[src/include/gprc_pkg.sv]
// Purpose: shared constants and types of the runtime pin settings command block
// Assumes: 32-bit AXI4-Lite register window, byte addresses below
// Notes: report bytes 0-11 are held; bytes 12-63 are reserved and not stored
package gprc_pkg;
  // register byte addresses
  localparam logic [7:0] ADDR_CMD0 = 8'h00; // report bytes 3..0
  localparam logic [7:0] ADDR_CMD1 = 8'h04; // report bytes 7..4
  localparam logic [7:0] ADDR_CMD2 = 8'h08; // report bytes 11..8
  localparam logic [7:0] ADDR_EXEC = 8'h0C;
  localparam logic [7:0] ADDR_RESP0 = 8'h10;
  localparam logic [7:0] ADDR_RESP1 = 8'h14;
  localparam logic [7:0] ADDR_STAT = 8'h18;
  localparam logic [7:0] ADDR_PINS = 8'h1C;
  // command codes and report fields
  localparam logic [7:0] CODE_SET = 8'h60;
  localparam logic [7:0] CODE_GET = 8'h61;
  localparam logic [7:0] STAT_OK = 8'h00;
  localparam logic [7:0] ALTER_ON = 8'h01;
  localparam int IDX_ALTER = 7;
  localparam int IDX_PIN1 = 9;
  localparam int BIT_LEVEL = 4;
  localparam int BIT_DIR = 3;
  localparam logic [7:0] GP_AREA_LEN = 8'h04;
  localparam logic [7:0] CHIP_AREA_LEN = 8'h00; // arbitrary, chip area not held here
  // pin setting after reset: plain I/O, input
  localparam logic [4:0] PIN_RST = 5'h08;
  localparam logic [31:0] WORD_RST = 32'h0000_0000;
  localparam logic [1:0] RESP_OKAY = 2'h0;
  localparam logic [1:0] RESP_SLVERR = 2'h2;
  // pin designation codes
  typedef enum logic [2:0] {
    DES_GPIO = 3'h0,
    DES_DED = 3'h1,
    DES_ALT1 = 3'h2,
    DES_ALT2 = 3'h3,
    DES_ALT3 = 3'h4
  } gprc_des_t;
  // highest accepted code, pins one to three
  localparam logic [2:0] DES_MAX [3] = '{3'h4, 3'h3, 3'h3};
  // command sequencer, gray along idle-decode-reply
  typedef enum logic [1:0] {
    ST_IDLE = 2'h0,
    ST_DECODE = 2'h1,
    ST_REPLY = 2'h3
  } gprc_state_t;
endpackage : gprc_pkg

[src/logic/gprc_cmd.sv]
// Purpose: runtime pin settings commands (set 0x60, get 0x61) over AXI4-Lite
// Assumes: software loads report bytes 0-11, then writes EXEC
// Notes: settings are volatile; nothing here touches stored settings
//
// The address map and register access over AXI4-Lite were decided locally.
`timescale 1ns/1ps
`default_nettype none
module gprc_cmd
  import gprc_pkg::*;
(
  // clock and reset
  input wire logic clk,
  input wire logic srst,
  // axi4-lite write
  input wire logic [7:0] s_axi_awaddr,
  input wire logic s_axi_awvalid,
  output logic s_axi_awready,
  input wire logic [31:0] s_axi_wdata,
  input wire logic [3:0] s_axi_wstrb,
  input wire logic s_axi_wvalid,
  output logic s_axi_wready,
  output logic [1:0] s_axi_bresp,
  output logic s_axi_bvalid,
  input wire logic s_axi_bready,
  // axi4-lite read
  input wire logic [7:0] s_axi_araddr,
  input wire logic s_axi_arvalid,
  output logic s_axi_arready,
  output logic [31:0] s_axi_rdata,
  output logic [1:0] s_axi_rresp,
  output logic s_axi_rvalid,
  input wire logic s_axi_rready,
  // general pins
  input wire logic generalPinOneIn,
  output logic generalPinOneOut,
  output logic generalPinOneOeN,
  input wire logic generalPinTwoIn,
  output logic generalPinTwoOut,
  output logic generalPinTwoOeN,
  input wire logic generalPinThreeIn,
  output logic generalPinThreeOut,
  output logic generalPinThreeOeN,
  // alternate function sources
  input wire logic clockRefOut,
  input wire logic serialTxActivityIndicator,
  input wire logic usbConfiguredIndicator,
  input wire logic twowireActivityIndicator,
  // analog switch selects, pins one to three
  output logic [2:0] analogSel
);

  // byte merge under strobes
  function automatic logic [31:0] mergeStrb(input logic [31:0] old, input logic [31:0] nw,
                                            input logic [3:0] strb);
    logic [31:0] res;
    res = old;
    for (int i = 0; i < 4; i++)
      if (strb[i])
        res[8*i +: 8] = nw[8*i +: 8];
    return res;
  endfunction : mergeStrb

  // address map check, shared by both channels
  function automatic logic isMapped(input logic [7:0] a);
    return (a[1:0] == 2'h0) && (a <= ADDR_PINS);
  endfunction : isMapped

  // report byte k from the held words
  function automatic logic [7:0] cmdByte(input logic [31:0] w [3], input int k);
    return w[k / 4][8 * (k % 4) +: 8];
  endfunction : cmdByte

  logic awRdy_reg, awRdy_next, wRdy_reg, wRdy_next;
  logic awHeld_reg, awHeld_next, wHeld_reg, wHeld_next;
  logic [7:0] awAddr_reg, awAddr_next;
  logic [31:0] wData_reg, wData_next;
  logic [3:0] wStrb_reg, wStrb_next;
  logic bValid_reg, bValid_next;
  logic [1:0] bResp_reg, bResp_next;
  logic arRdy_reg, arRdy_next, rValid_reg, rValid_next;
  logic [1:0] rResp_reg, rResp_next;
  logic [31:0] rData_reg, rData_next;
  logic doWrite;
  logic [31:0] cmd_reg [3];
  logic [31:0] cmd_next [3];
  logic [31:0] resp0_reg, resp0_next, resp1_reg, resp1_next;
  logic respValid_reg, respValid_next;
  logic execPulse;
  gprc_state_t state_reg, state_next;
  logic [4:0] pinCfg_reg [3];
  logic [4:0] pinCfg_next [3];
  logic [2:0] pinOut_reg, pinOeN_reg, anaSel_reg, pinIn_reg;
  logic [2:0] drvLevel, drvOeN, drvAna;
  logic [2:0] dedSrc, alt2Src;

  // write channel: address and data taken in either order
  always_comb
  begin
    awHeld_next = awHeld_reg | (s_axi_awvalid & awRdy_reg);
    wHeld_next = wHeld_reg | (s_axi_wvalid & wRdy_reg);
    awAddr_next = (s_axi_awvalid & awRdy_reg) ? s_axi_awaddr : awAddr_reg;
    wData_next = (s_axi_wvalid & wRdy_reg) ? s_axi_wdata : wData_reg;
    wStrb_next = (s_axi_wvalid & wRdy_reg) ? s_axi_wstrb : wStrb_reg;
    bValid_next = bValid_reg & ~s_axi_bready;
    bResp_next = bResp_reg;
    doWrite = 1'b0;
    if (awHeld_next && wHeld_next && !bValid_reg)
    begin
      doWrite = 1'b1;
      awHeld_next = 1'b0;
      wHeld_next = 1'b0;
      bValid_next = 1'b1;
      bResp_next = isMapped(awAddr_next) ? RESP_OKAY : RESP_SLVERR;
    end
    awRdy_next = !awHeld_next && !bValid_next;
    wRdy_next = !wHeld_next && !bValid_next;
  end

  // read channel, one outstanding read
  always_comb
  begin
    rValid_next = rValid_reg & ~s_axi_rready;
    rData_next = rData_reg;
    rResp_next = rResp_reg;
    if (s_axi_arvalid && arRdy_reg)
    begin
      rValid_next = 1'b1;
      rResp_next = isMapped(s_axi_araddr) ? RESP_OKAY : RESP_SLVERR;
      case (s_axi_araddr)
        ADDR_CMD0: rData_next = cmd_reg[0];
        ADDR_CMD1: rData_next = cmd_reg[1];
        ADDR_CMD2: rData_next = cmd_reg[2];
        ADDR_RESP0: rData_next = resp0_reg;
        ADDR_RESP1: rData_next = resp1_reg;
        ADDR_STAT: rData_next = {30'h0000_0000, state_reg != ST_IDLE, respValid_reg};
        ADDR_PINS: rData_next = {29'h0000_0000, pinIn_reg};
        default: rData_next = WORD_RST;
      endcase
    end
    arRdy_next = !rValid_next;
  end

  // bus state registers
  always_ff @(posedge clk)
  begin
    if (srst)
    begin
      awRdy_reg <= 1'b0;
      wRdy_reg <= 1'b0;
      awHeld_reg <= 1'b0;
      wHeld_reg <= 1'b0;
      awAddr_reg <= ADDR_CMD0;
      wData_reg <= WORD_RST;
      wStrb_reg <= 4'h0;
      bValid_reg <= 1'b0;
      bResp_reg <= RESP_OKAY;
      arRdy_reg <= 1'b0;
      rValid_reg <= 1'b0;
      rResp_reg <= RESP_OKAY;
      rData_reg <= WORD_RST;
    end
    else
    begin
      awRdy_reg <= awRdy_next;
      wRdy_reg <= wRdy_next;
      awHeld_reg <= awHeld_next;
      wHeld_reg <= wHeld_next;
      awAddr_reg <= awAddr_next;
      wData_reg <= wData_next;
      wStrb_reg <= wStrb_next;
      bValid_reg <= bValid_next;
      bResp_reg <= bResp_next;
      arRdy_reg <= arRdy_next;
      rValid_reg <= rValid_next;
      rResp_reg <= rResp_next;
      rData_reg <= rData_next;
    end
  end

  // command words, exec trigger and the sequencer
  always_comb
  begin
    cmd_next = cmd_reg;
    execPulse = doWrite && awAddr_next == ADDR_EXEC;
    for (int i = 0; i < 3; i++)
      if (doWrite && awAddr_next == ADDR_CMD0 + 8'(4 * i))
        cmd_next[i] = mergeStrb(cmd_reg[i], wData_next, wStrb_next);
    state_next = state_reg;
    case (state_reg)
      ST_IDLE: if (execPulse) state_next = ST_DECODE; // busy drops exec writes
      ST_DECODE: state_next = ST_REPLY;
      ST_REPLY: state_next = ST_IDLE;
      default: state_next = ST_IDLE;
    endcase
  end

  // decode and reply; unknown codes give no reply
  always_comb
  begin
    pinCfg_next = pinCfg_reg;
    resp0_next = resp0_reg;
    resp1_next = resp1_reg;
    respValid_next = respValid_reg;
    if (state_reg == ST_IDLE && execPulse)
      respValid_next = 1'b0;
    if (state_reg == ST_DECODE && cmdByte(cmd_reg, 0) == CODE_SET
        && cmdByte(cmd_reg, IDX_ALTER) == ALTER_ON)
      for (int p = 0; p < 3; p++)
        if ((cmdByte(cmd_reg, IDX_PIN1 + p) & 8'h07) <= 8'(DES_MAX[p]))
          pinCfg_next[p] = 5'(cmdByte(cmd_reg, IDX_PIN1 + p)); // bits 7-5 are don't care
    if (state_reg == ST_REPLY)
    begin
      if (cmdByte(cmd_reg, 0) == CODE_SET)
      begin
        resp0_next = {16'h0000, STAT_OK, CODE_SET};
        respValid_next = 1'b1;
      end
      else if (cmdByte(cmd_reg, 0) == CODE_GET)
      begin
        resp0_next = {GP_AREA_LEN, CHIP_AREA_LEN, STAT_OK, CODE_GET};
        resp1_next = {3'h0, pinCfg_reg[2], 3'h0, pinCfg_reg[1], 3'h0, pinCfg_reg[0], 8'h00};
        respValid_next = 1'b1;
      end
    end
  end

  always_ff @(posedge clk)
  begin
    if (srst)
    begin
      cmd_reg <= '{WORD_RST, WORD_RST, WORD_RST};
      state_reg <= ST_IDLE;
      pinCfg_reg <= '{PIN_RST, PIN_RST, PIN_RST};
      resp0_reg <= WORD_RST;
      resp1_reg <= WORD_RST;
      respValid_reg <= 1'b0;
    end
    else
    begin
      cmd_reg <= cmd_next;
      state_reg <= state_next;
      pinCfg_reg <= pinCfg_next;
      resp0_reg <= resp0_next;
      resp1_reg <= resp1_next;
      respValid_reg <= respValid_next;
    end
  end

  // per-pin role muxes; pin two and three have analog outputs at code 011
  assign dedSrc = {twowireActivityIndicator, usbConfiguredIndicator, clockRefOut};
  assign alt2Src = {1'b0, 1'b0, serialTxActivityIndicator};
  for (genvar g = 0; g < 3; g++)
  begin : g_pin
    gprc_pin_mux #(
      .ALT2_DIGITAL(g == 0)
    ) u_mux (
      .cfg(pinCfg_reg[g]),
      .dedLevel(dedSrc[g]),
      .alt2Level(alt2Src[g]),
      .drvLevel(drvLevel[g]),
      .drvOeN(drvOeN[g]),
      .analogSel(drvAna[g])
    );
  end

  // pin drive registered every cycle, so a new setting shows one cycle after load
  always_ff @(posedge clk)
  begin
    if (srst)
    begin
      pinOut_reg <= 3'h0;
      pinOeN_reg <= 3'h7;
      anaSel_reg <= 3'h0;
      pinIn_reg <= 3'h0;
    end
    else
    begin
      pinOut_reg <= drvLevel;
      pinOeN_reg <= drvOeN;
      anaSel_reg <= drvAna;
      pinIn_reg <= {generalPinThreeIn, generalPinTwoIn, generalPinOneIn};
    end
  end

  assign s_axi_awready = awRdy_reg;
  assign s_axi_wready = wRdy_reg;
  assign s_axi_bvalid = bValid_reg;
  assign s_axi_bresp = bResp_reg;
  assign s_axi_arready = arRdy_reg;
  assign s_axi_rvalid = rValid_reg;
  assign s_axi_rresp = rResp_reg;
  assign s_axi_rdata = rData_reg;
  assign generalPinOneOut = pinOut_reg[0];
  assign generalPinOneOeN = pinOeN_reg[0];
  assign generalPinTwoOut = pinOut_reg[1];
  assign generalPinTwoOeN = pinOeN_reg[1];
  assign generalPinThreeOut = pinOut_reg[2];
  assign generalPinThreeOeN = pinOeN_reg[2];
  assign analogSel = anaSel_reg;
endmodule : gprc_cmd
`default_nettype wire

[src/logic/gprc_pin_mux.sv]
// Purpose: next drive of one general pin from its runtime settings
// Assumes: combinational; the caller registers all results
// Notes: analog and edge-detect roles release the digital driver
`timescale 1ns/1ps
`default_nettype none
module gprc_pin_mux
  import gprc_pkg::*;
#(
  parameter logic ALT2_DIGITAL = 1'b0
)
(
  // settings
  input wire logic [4:0] cfg,
  // alternate function levels
  input wire logic dedLevel,
  input wire logic alt2Level,
  // pin drive
  output logic drvLevel,
  output logic drvOeN,
  output logic analogSel
);
  // role decode; output enable is active low
  always_comb
  begin
    drvLevel = 1'b0;
    drvOeN = 1'b1;
    analogSel = 1'b0;
    case (cfg[2:0])
      DES_GPIO:
      begin
        drvLevel = cfg[BIT_LEVEL];
        drvOeN = cfg[BIT_DIR];
      end
      DES_DED:
      begin
        drvLevel = dedLevel;
        drvOeN = 1'b0;
      end
      DES_ALT1: analogSel = 1'b1;
      DES_ALT2:
      begin
        // analog output owns the pin unless the role is digital
        if (ALT2_DIGITAL)
        begin
          drvLevel = alt2Level;
          drvOeN = 1'b0;
        end
        else
        begin
          analogSel = 1'b1;
        end
      end
      default: ; // edge detection only listens
    endcase
  end
endmodule : gprc_pin_mux
`default_nettype wire

[config.mk]
export PLATFORM = sky130hd
export DESIGN_NAME = gprc_cmd
export DESIGN_NICKNAME = d
export VERILOG_FILES = /design/src/include/gprc_pkg.sv /design/src/logic/gprc_cmd.sv /design/src/logic/gprc_pin_mux.sv
export SDC_FILE = /design/constraint.sdc
export NUM_CORES = 1
export LEC_CHECK = 0
export BUFFER_PORTS_ARGS = -buffer_cell sky130_fd_sc_hd__buf_2
export CAP_MARGIN = 5
export CORE_MARGIN = 2
export CORE_UTILIZATION = 60
export CTS_CLUSTER_DIAMETER = 200
export DETAILED_ROUTE_END_ITERATION = 10
export PLACE_DENSITY = 0.89
export SYNTH_ARGS = -nofsm -noshare
export SYNTH_HDL_FRONTEND = slang
export SYNTH_SLANG_ARGS = --single-unit
[constraint.sdc]
create_clock -name clk -period 4.2 [get_ports clk]
set_input_delay 0.63 -clock clk [delete_from_list [all_inputs] [get_ports clk]]
set_output_delay 0.63 -clock clk [all_outputs]
set_load 0.005 [all_outputs]
==> results.txt, run 1 <==
Number of cell instances on the worst register-to-register path: 4. The total area inside the core boundary comes to 0.0158 mm^2. Counting every instance in the synthesized netlist gives 990. The critical register-to-register path startpoint is s_axi_wready. The slowest stage of the critical path belongs to the cell sky130_fd_sc_hd__and2_1.

The overall die area came out at 0.0172 mm^2. Via count of the first global-routing pass: 7202. At the pin with the least slew margin, the transition time is 1.20 ns. Once placement finished, the instance area stood at 0.0103 mm^2. The tool flagged a number of max-cap violations equal to 0. Final cycle utilization of the critical path: 54.6%. The compound-cell area share of the yosys netlist came out at 13.6%.

The first TritonRoute pass finished after 5 iterations. After detailed routing, the number of vias per cell comes to 5.79. The number of enable flip-flop cells after synthesis works out to 0.

The hold path startpoint is generalPinOneIn. The logs give 3 for the maximum clock path buffer count and 0.944 for the placer's final routability congestion estimate. Setup violations remaining at the end of the flow were counted as 0.

The netlist uses 57 different library cells. 116 I/O pins were placed. The number of buffers added for setup after CTS came out at 0. The run finished with clean final reports. Of the cells placed in the final design, the portion with a size suffix greater than 1 is 19.0%. The number of antenna cells inserted was 0.

Summed over all layers, the global routing overflow is 0. Synthesis inferred 228 register bits. A synthesized cell averages 9.79 um^2.

Clock-pin slew reported for the worst setup and hold paths after clock tree synthesis: 0.06 ns. The worst setup path is launched from a flop. The y dimension of the die is 131 um, and the number of warnings printed during yosys synthesis is 0.

Dominant register cell in the synthesized netlist: sky130_fd_sc_hd__dfxtp_1. TritonCTS built the clock tree. The first global-routing pass estimated 37.7 mm of wire. Buffers inserted to repair hold after CTS numbered 0. Number of clock sinks: 228. The tools report the total half-perimeter wirelength after legalization and detailed placement as 15.3 mm.

Once the floorplan was initialized, standard cells occupied 61.2% of the core. Setup repair after global routing left no endpoint under its margin. The reported leakage power is 4.60 nW, and the post-layout minimum cycle time is 2.29 ns.

The post-synthesis share of cell area spent on xor and xnor gates came out at 0%. Walking the worst path, the cells encountered are and2_1, a22oi_1, o21bai_1, mux2i_1. The number of antenna violations at the first check in global routing is 0.

For the worst setup path, the data required time is 4.53 ns. Of the post-synthesis cell area, the part taken by muxes is 16.5%. The post-synthesis to final-layout area growth works out to 14.3%. Headroom to the max-slew limit came out at 20.0%. The final route contains 7545 vias.

The clock reaches the later pin of the worst-skew pair after 0.50 ns. In this run the remaining antenna-violating nets after routing total 0. In the layout the commonest cells are sky130_fd_sc_hd__dfxtp_1, sky130_fd_sc_hd__mux2i_1, sky130_fd_sc_hd__nand2_1. Register area: 0.00456 mm^2.

Fill cells in the final layout number 1153. The combinational family with the most area after synthesis is simple AND/OR/NAND/NOR gates. Entering global routing, the biggest net connects 165 pins. Measured along the x axis, the die boundary spans 131 um.

The tools report the fmax as 436 MHz. In the final layout, the multi-input gates occupy 0.00472 mm^2. In this run, CTS created clock tree buffers numbering 23. The worst hold path was traced through 2 stages. The fraction of registers with async set or reset after synthesis is 0%, and the maximum cell stage delay along the critical path is 0.59 ns.

The count of port buffers added during placement is 113. DRC violations left: 0. The clock tree root driver cell was sky130_fd_sc_hd__clkbuf_16. The tools report the summed area of non-filler cells in the final layout as 0.0111 mm^2.

Of all nets on the critical path, the largest fanout is 16. The net count of the finished layout is 1139. The floorplan has 46 rows. The routed design has 24.0 mm of wire. The adder-cell share of the synthesized area was 0%; the detailed-route wire length per cell was 18.4 um. Across the VDD grid, the largest voltage drop is 0.336 mV.

The total number of H-tree levels was 1; the total count of hold-check failures in the final report was 0. The share of the Yosys chip area taken by registers is 47.1%. STA classifies the critical path endpoint as a flop. After Yosys synthesis, and, or, nand and nor cells account for 18.4% of the synthesized area.

The worst setup path is of the reg2reg kind. Leaving out fill and tap cells, the most frequent cell in the layout is sky130_fd_sc_hd__dfxtp_1. Across every metal layer, demand over resource in global routing totals 27.9%. The final-layout setup total negative slack is 0 ns, and the power per standard cell area is 403 mW/mm^2. The mapped netlist covers 0.00969 mm^2. The class of the worst hold path is in2reg.

Data on the critical path arrives at its endpoint at 2.62 ns. Between clock sinks in the finished design, the worst skew comes to 0.0154 ns. After the first detailed-routing iteration, the DRC count stood at 593.

The register with the most flip-flops in the layout has 96 of them. The number of max-slew violations in the final report came out at 0. In this run the worst setup path begins at s_axi_wready.

The number of gates resized after CTS was 0.
## through the flow
stage | utilization [%] | setup slack, ns | hold slack, ns | std cells | total power, mW
2_1_floorplan | - | 2.09 | 0.419 | 991 | 2.42
3_3_place_gp | 65.3 | 1.57 | 0.436 | 1264 | 2.50
3_5_place_dp | 65.3 | 1.53 | 0.443 | 1264 | 2.50
4_1_cts | 70.0 | 1.94 | 0.349 | 1303 | 4.47
5_1_grt | 70.0 | 1.81 | 0.353 | 1303 | 4.58
6_report | 70.0 | 1.91 | 0.359 | 1303 | 4.46
## cell families (layout without fill, tap and decap cells)
kind of cell	after synthesis	in the layout
muxes	155	155
other	1	2
buffers and inverters	104	200
DFF	228	228
and+or+nand+nor	328	328
AOI/OAI and AO/OA	174	174
## layout make-up
cell class | count | area share [%]
multi-input combinational | 659 | 42.6
tap | 216 | 2.44
clock inverter | 4 | 0.407
sequential | 228 | 41.2
timing repair buffer | 120 | 5.72
clock buffer | 35 | 6.24
inverter | 41 | 1.39
## layer usage
| metal | vias up | track usage, % | part of all wire [%] |
|---|---|---|---|
| met5 | - | 0 | 0 |
| met4 | 0 | 8.32 | 2.4 |
| met3 | 43 | 4.14 | 6.4 |
| met2 | 285 | 48.1 | 48 |
| met1 | 3628 | 36.3 | 43 |
| li1 | 3589 | - | - |
## critical path, delay by kind of cell (launching register included)
family | cells | cell delay, ns
muxes | 1 | 0.24
AOI/OAI and AO/OA | 2 | 0.87
DFF | 1 | 0.41
and+or+nand+nor | 1 | 0.59
## synth_stat cells (3+ instances only)
cell type                   count  area [um^2]
sky130_fd_sc_hd__o21ai_0       10         50.1
sky130_fd_sc_hd__or4_1          4         30.0
sky130_fd_sc_hd__buf_2         10         50.1
sky130_fd_sc_hd__nand4_2        4         50.1
sky130_fd_sc_hd__mux2i_1      127         1270
sky130_fd_sc_hd__clkbuf_1      40          150
sky130_fd_sc_hd__nand2b_1     104          651
sky130_fd_sc_hd__inv_1         41          154
sky130_fd_sc_hd__nor4_1         6         37.5
sky130_fd_sc_hd__o2bb2ai_1     18          158
sky130_fd_sc_hd__buf_1          7         26.3
sky130_fd_sc_hd__nor3_1        16         80.1
sky130_fd_sc_hd__a22o_1        14          123
sky130_fd_sc_hd__a21o_1        32          240
sky130_fd_sc_hd__a21oi_1       24          120
sky130_fd_sc_hd__buf_4          4         30.0
sky130_fd_sc_hd__dfxtp_1      228         4560
sky130_fd_sc_hd__and2_1         4         25.0
sky130_fd_sc_hd__nand2_1      114          428
sky130_fd_sc_hd__mux2_2        27          304
sky130_fd_sc_hd__nor3b_1        5         37.5
sky130_fd_sc_hd__o211ai_1       3         22.5
sky130_fd_sc_hd__a22oi_1       34          255
sky130_fd_sc_hd__a31oi_1        3         18.8
sky130_fd_sc_hd__o21bai_1       5         37.5
sky130_fd_sc_hd__nor2_1        36          135
sky130_fd_sc_hd__nor2b_1       12         75.1
sky130_fd_sc_hd__a21oi_4        8          130
sky130_fd_sc_hd__o21ai_1       11         55.1
sky130_fd_sc_hd__nand3_1        3         15.0
## report_power, final
group | total [mW] | switching (mW) | internal, mW
Sequential | 2.21 | 0.0167 | 2.19
Clock | 2.00 | 0.815 | 1.19
Combinational | 0.253 | 0.159 | 0.0937
Total | 4.46 | 0.991 | 3.47
## final timing paths
check / end / slack, ns
setup / recovery: cmd_reg[50] / 1.91
hold / removal: pinIn_reg[0] / 0.36
setup reg to reg: cmd_reg[50] / 1.91
hold reg to reg: s_axi_rdata[13] / 0.45
Note: power is estimated with default switching activity, not from simulation.
==> inputs of run 2 (changes only) <==
--- a/config.mk
+++ b/config.mk
@@ -8,10 +8,10 @@
 export BUFFER_PORTS_ARGS = -buffer_cell sky130_fd_sc_hd__buf_2
 export CAP_MARGIN = 5
 export CORE_MARGIN = 2
-export CORE_UTILIZATION = 60
+export CORE_UTILIZATION = 58
 export CTS_CLUSTER_DIAMETER = 200
 export DETAILED_ROUTE_END_ITERATION = 10
-export PLACE_DENSITY = 0.89
+export PLACE_DENSITY = 0.87
 export SYNTH_ARGS = -nofsm -noshare
 export SYNTH_HDL_FRONTEND = slang
 export SYNTH_SLANG_ARGS = --single-unit
==> constraint.sdc (replaced) <==
create_clock -name clk -period 2.3 [get_ports clk]
set_input_delay 0.345 -clock clk [delete_from_list [all_inputs] [get_ports clk]]
set_output_delay 0.345 -clock clk [all_outputs]
set_load 0.005 [all_outputs]
==> run 2 against run 1 <==
Compared with the run above: critical path depth is the same; cell count grew 3.0%; hold slack got worse by 0.29 ns; total power rose by 92%; wire length rose by 4.1%; clock skew is 0.0063 ns lower; worst setup slack worse by 1.8 ns; design area increased by 3.9%; sequential power is 83% higher; first-iteration DRC count increased by 5.9%; critical path type unchanged; critical endpoint is now pinCfg_reg[11]; highest routed layer unchanged.
==> results.txt, run 2 (synthesis results as in run 1) <==
The switching portion of total power came out at 21.8% (-0.40 points). In the layout the commonest cells are sky130_fd_sc_hd__dfxtp_1, sky130_fd_sc_hd__mux2i_1, sky130_fd_sc_hd__nand2_1. The count of instances resized after the clock tree is built came out at 0 (unchanged). The final cycle utilization of the critical path is 93.3% (+39 points), and the peak supply drop is 0.531 mV (+58%). Number of setup violations in the final report: 0 (unchanged).

The tools report the number of I/O pins as 116 (unchanged). The min-delay analysis places its worst path in the category in2reg. The logs give 2.67 ns (-1.86 ns) for the critical path data required time and 0 ns (unchanged) for the final-layout setup total negative slack. The switching power of the nets was 1.87 mW (+89%). The clock-pin slew reported for the worst setup and hold paths after clock tree synthesis is 0.06 ns (about the same).

For the summed area of non-filler cells in the final layout, the log shows 0.0115 mm^2 (+3.9%). The transition at the pin with the smallest max-transition slack was 0.795 ns (-0.402 ns); the max-slew headroom at the worst pin was 46.6% (+27 points). The die width was 133 um (+1.7%); the post-synthesis to final-layout area growth was 18.7%. The detailed-route wire length per cell was 18.7 um (+1.1%); the max-capacitance violation count was 0 (unchanged). Kind of capture point of the worst setup path: a flop. Most common library cell in the layout ignoring fill and taps: sky130_fd_sc_hd__dfxtp_1. TritonCTS built the clock tree. The final-stage net count is 1171 (+2.8%), and the number of hold buffers added after cts is 0 (unchanged). In this run the most critical hold path is launched from generalPinThreeIn.

Fraction of power consumed by combinational cells: 5.7% (about the same). Number of DRC markers after the initial detailed-route iteration: 628 (+5.9%). The logs give 47.1% (-2.4 points) for the relative contribution of sequential cells to total power and 7745 (+2.7%) for the number of vias in the routed layout. The number of max-slew violations in the final report is 0 (unchanged).

The logs give 24 (+4.3%) for the CTS buffer count and 0 (unchanged) for the total grt overflow. The power per standard cell area came out at 745 mW/mm^2 (+85%). The logs give 0 (unchanged) for the DRC violations left and 0 (unchanged) for the number of buffers added for setup after CTS. The first element of the critical path was cmd_reg[71]. The y dimension of the die works out to 133 um (+1.7%).

The insertion delay of the later-clocked pin in the worst-skew pair came out at 0.51 ns (about the same). The tools report the critical register-to-register path startpoint as cmd_reg[71]. The fill cell instance count of the final layout is 1218 (+5.6%). The tools report the placed standard-cell area as 0.0107 mm^2 (+3.1%). For the row count, the log shows 47 (+2.2%). The depth of the worst hold-timing path was 2 (unchanged).

The run finished with clean final reports. The tools report the fmax as 466 MHz (+6.9%). The root buffer cell chosen for the clock tree is sky130_fd_sc_hd__clkbuf_16.

STA classifies the critical path startpoint as a flop. The run gives 0.923 (-2.2%) as the placer's final routability congestion estimate. The setup path with the least slack is of type reg2reg.

The logs give 0.0165 mm^2 (+4.0%) for the total core area and 16.4 mm (+6.8%) for the total half-perimeter wirelength after legalization and detailed placement. The maximum number of pins on one net before global-route repair was 108 (-35%). The detailed-route vias per instance was 5.77 (-0.33%).

The power after layout is 8.57 mW (+92%). The tools report the overall die area as 0.0178 mm^2 (+3.3%). The internal power summed over all cells was 6.70 mW (+93%).

For the initial core utilization, the log shows 58.9% (-2.4 points). The run gives 7934 (+10%) as the via count of the first global-routing pass. For the reported leakage power, the log shows 4.82 nW (+4.8%). The flip-flop count of the largest register after layout is 96 (unchanged), and the number of antenna cells inserted is 0 (unchanged). The proportion of power drawn by the clock network was 47.2% (+2.4 points). The tools report the number of antenna violations at the first check in global routing as 0 (unchanged). For the total iterations of the first detailed-routing run, the log shows 5 (unchanged). The run gives 69.8% (-0.11 points) as the end-of-flow core utilization.

Setup repair after global routing left no endpoint under its margin. The maximum clock path buffer count was 3 (unchanged). The run gives 0.00913 ns (-0.00631 ns) as the worst-case clock skew. The logs give 2.51 ns (-0.11 ns) for the signal arrival time at the worst endpoint and 0 (unchanged) for the total count of hold-check failures in the final report. The tools report the routed wire length as 25.0 mm (+4.1%).

The post-layout minimum cycle time is 2.14 ns (-0.149 ns), and the number of clock sinks is 228 (unchanged). The logs give 28.1% (+0.21 points) for the global router's overall resource usage and 0 (unchanged) for the number of nets still failing antenna checks after routing. The number of cell instances on the worst register-to-register path is 4 (unchanged). The count of port buffers added during placement was 113 (unchanged); the first-pass GRT wire length was 40.4 mm (+7.1%). The total number of H-tree levels was 1 (unchanged); the share of cells above drive strength 1 was 21.6% (+2.5 points). The maximum fanout along the worst path was 8 (-8).
run 2: changes by cell type in the layout (fill, tap and decap cells not counted), moves of 2 or more:
cell,change
sky130_fd_sc_hd__clkbuf_16,+2
sky130_fd_sc_hd__bufinv_16,+2
sky130_fd_sc_hd__buf_4,+24
sky130_fd_sc_hd__buf_12,+7
run 2: per-layer routing:
metal | track usage (%) | part of all wire, % | wire, um | vias up
li1 | - | - | - | 3663
met1 | 35.1 | 42 | 10600 | 3714
met2 | 48.4 | 48 | 12100 | 300
met3 | 4.49 | 6.3 | 1580 | 68
met4 | 11.6 | 3.3 | 815 | 0
met5 | 0 | 0 | 0 | -
run 2: worst paths after layout:
check	endpoint	slack (ns)
setup reg to reg	pinCfg_reg[11]	0.16
hold / removal	pinIn_reg[2]	0.07
hold reg to reg	s_axi_rdata[6]	0.45
setup / recovery	pinCfg_reg[11]	0.16
run 2: area by class of cell:
| cell class | instances | area [um^2] | share of cell area, % |
|---|---|---|---|
| Tap cell | 220 | 275 | 2.39 |
| Clock inverter | 8 | 118 | 1.02 |
| Multi-Input combinational cell | 659 | 4710 | 41.0 |
| Clock buffer | 35 | 723 | 6.29 |
| Inverter | 41 | 154 | 1.34 |
| Timing Repair Buffer | 151 | 953 | 8.29 |
| Sequential cell | 228 | 4560 | 39.7 |
run 2: critical path: stages (launching register included):
cell and delay (ns):
sky130_fd_sc_hd__dfxtp_1 0.37, sky130_fd_sc_hd__nor4b_4 0.46, sky130_fd_sc_hd__nand4_4 0.24, sky130_fd_sc_hd__or3_1 0.45
sky130_fd_sc_hd__a2111oi_1 0.49
run 2: power groups by stage:
stage          sequential, mW  combinational, mW  clock [mW]
6_report                 4.04              0.486        4.05
5_1_grt                  4.04              0.527        4.28
4_1_cts                  4.03              0.481        4.09
3_5_place_dp             4.12              0.477           0
3_3_place_gp             4.12              0.468           0
2_1_floorplan            4.11              0.300           0
run 2: metrics by stage:
step / worst slack [ns] / hold WS (ns) / cells
3_3_place_gp: 0.0741 / 0.430 / 1299
5_1_grt: 0.0430 / 0.0652 / 1342
6_report: 0.155 / 0.0680 / 1342
3_5_place_dp: 0.0412 / 0.438 / 1299
4_1_cts: 0.177 / 0.0563 / 1342
2_1_floorplan: 0.478 / 0.419 / 991
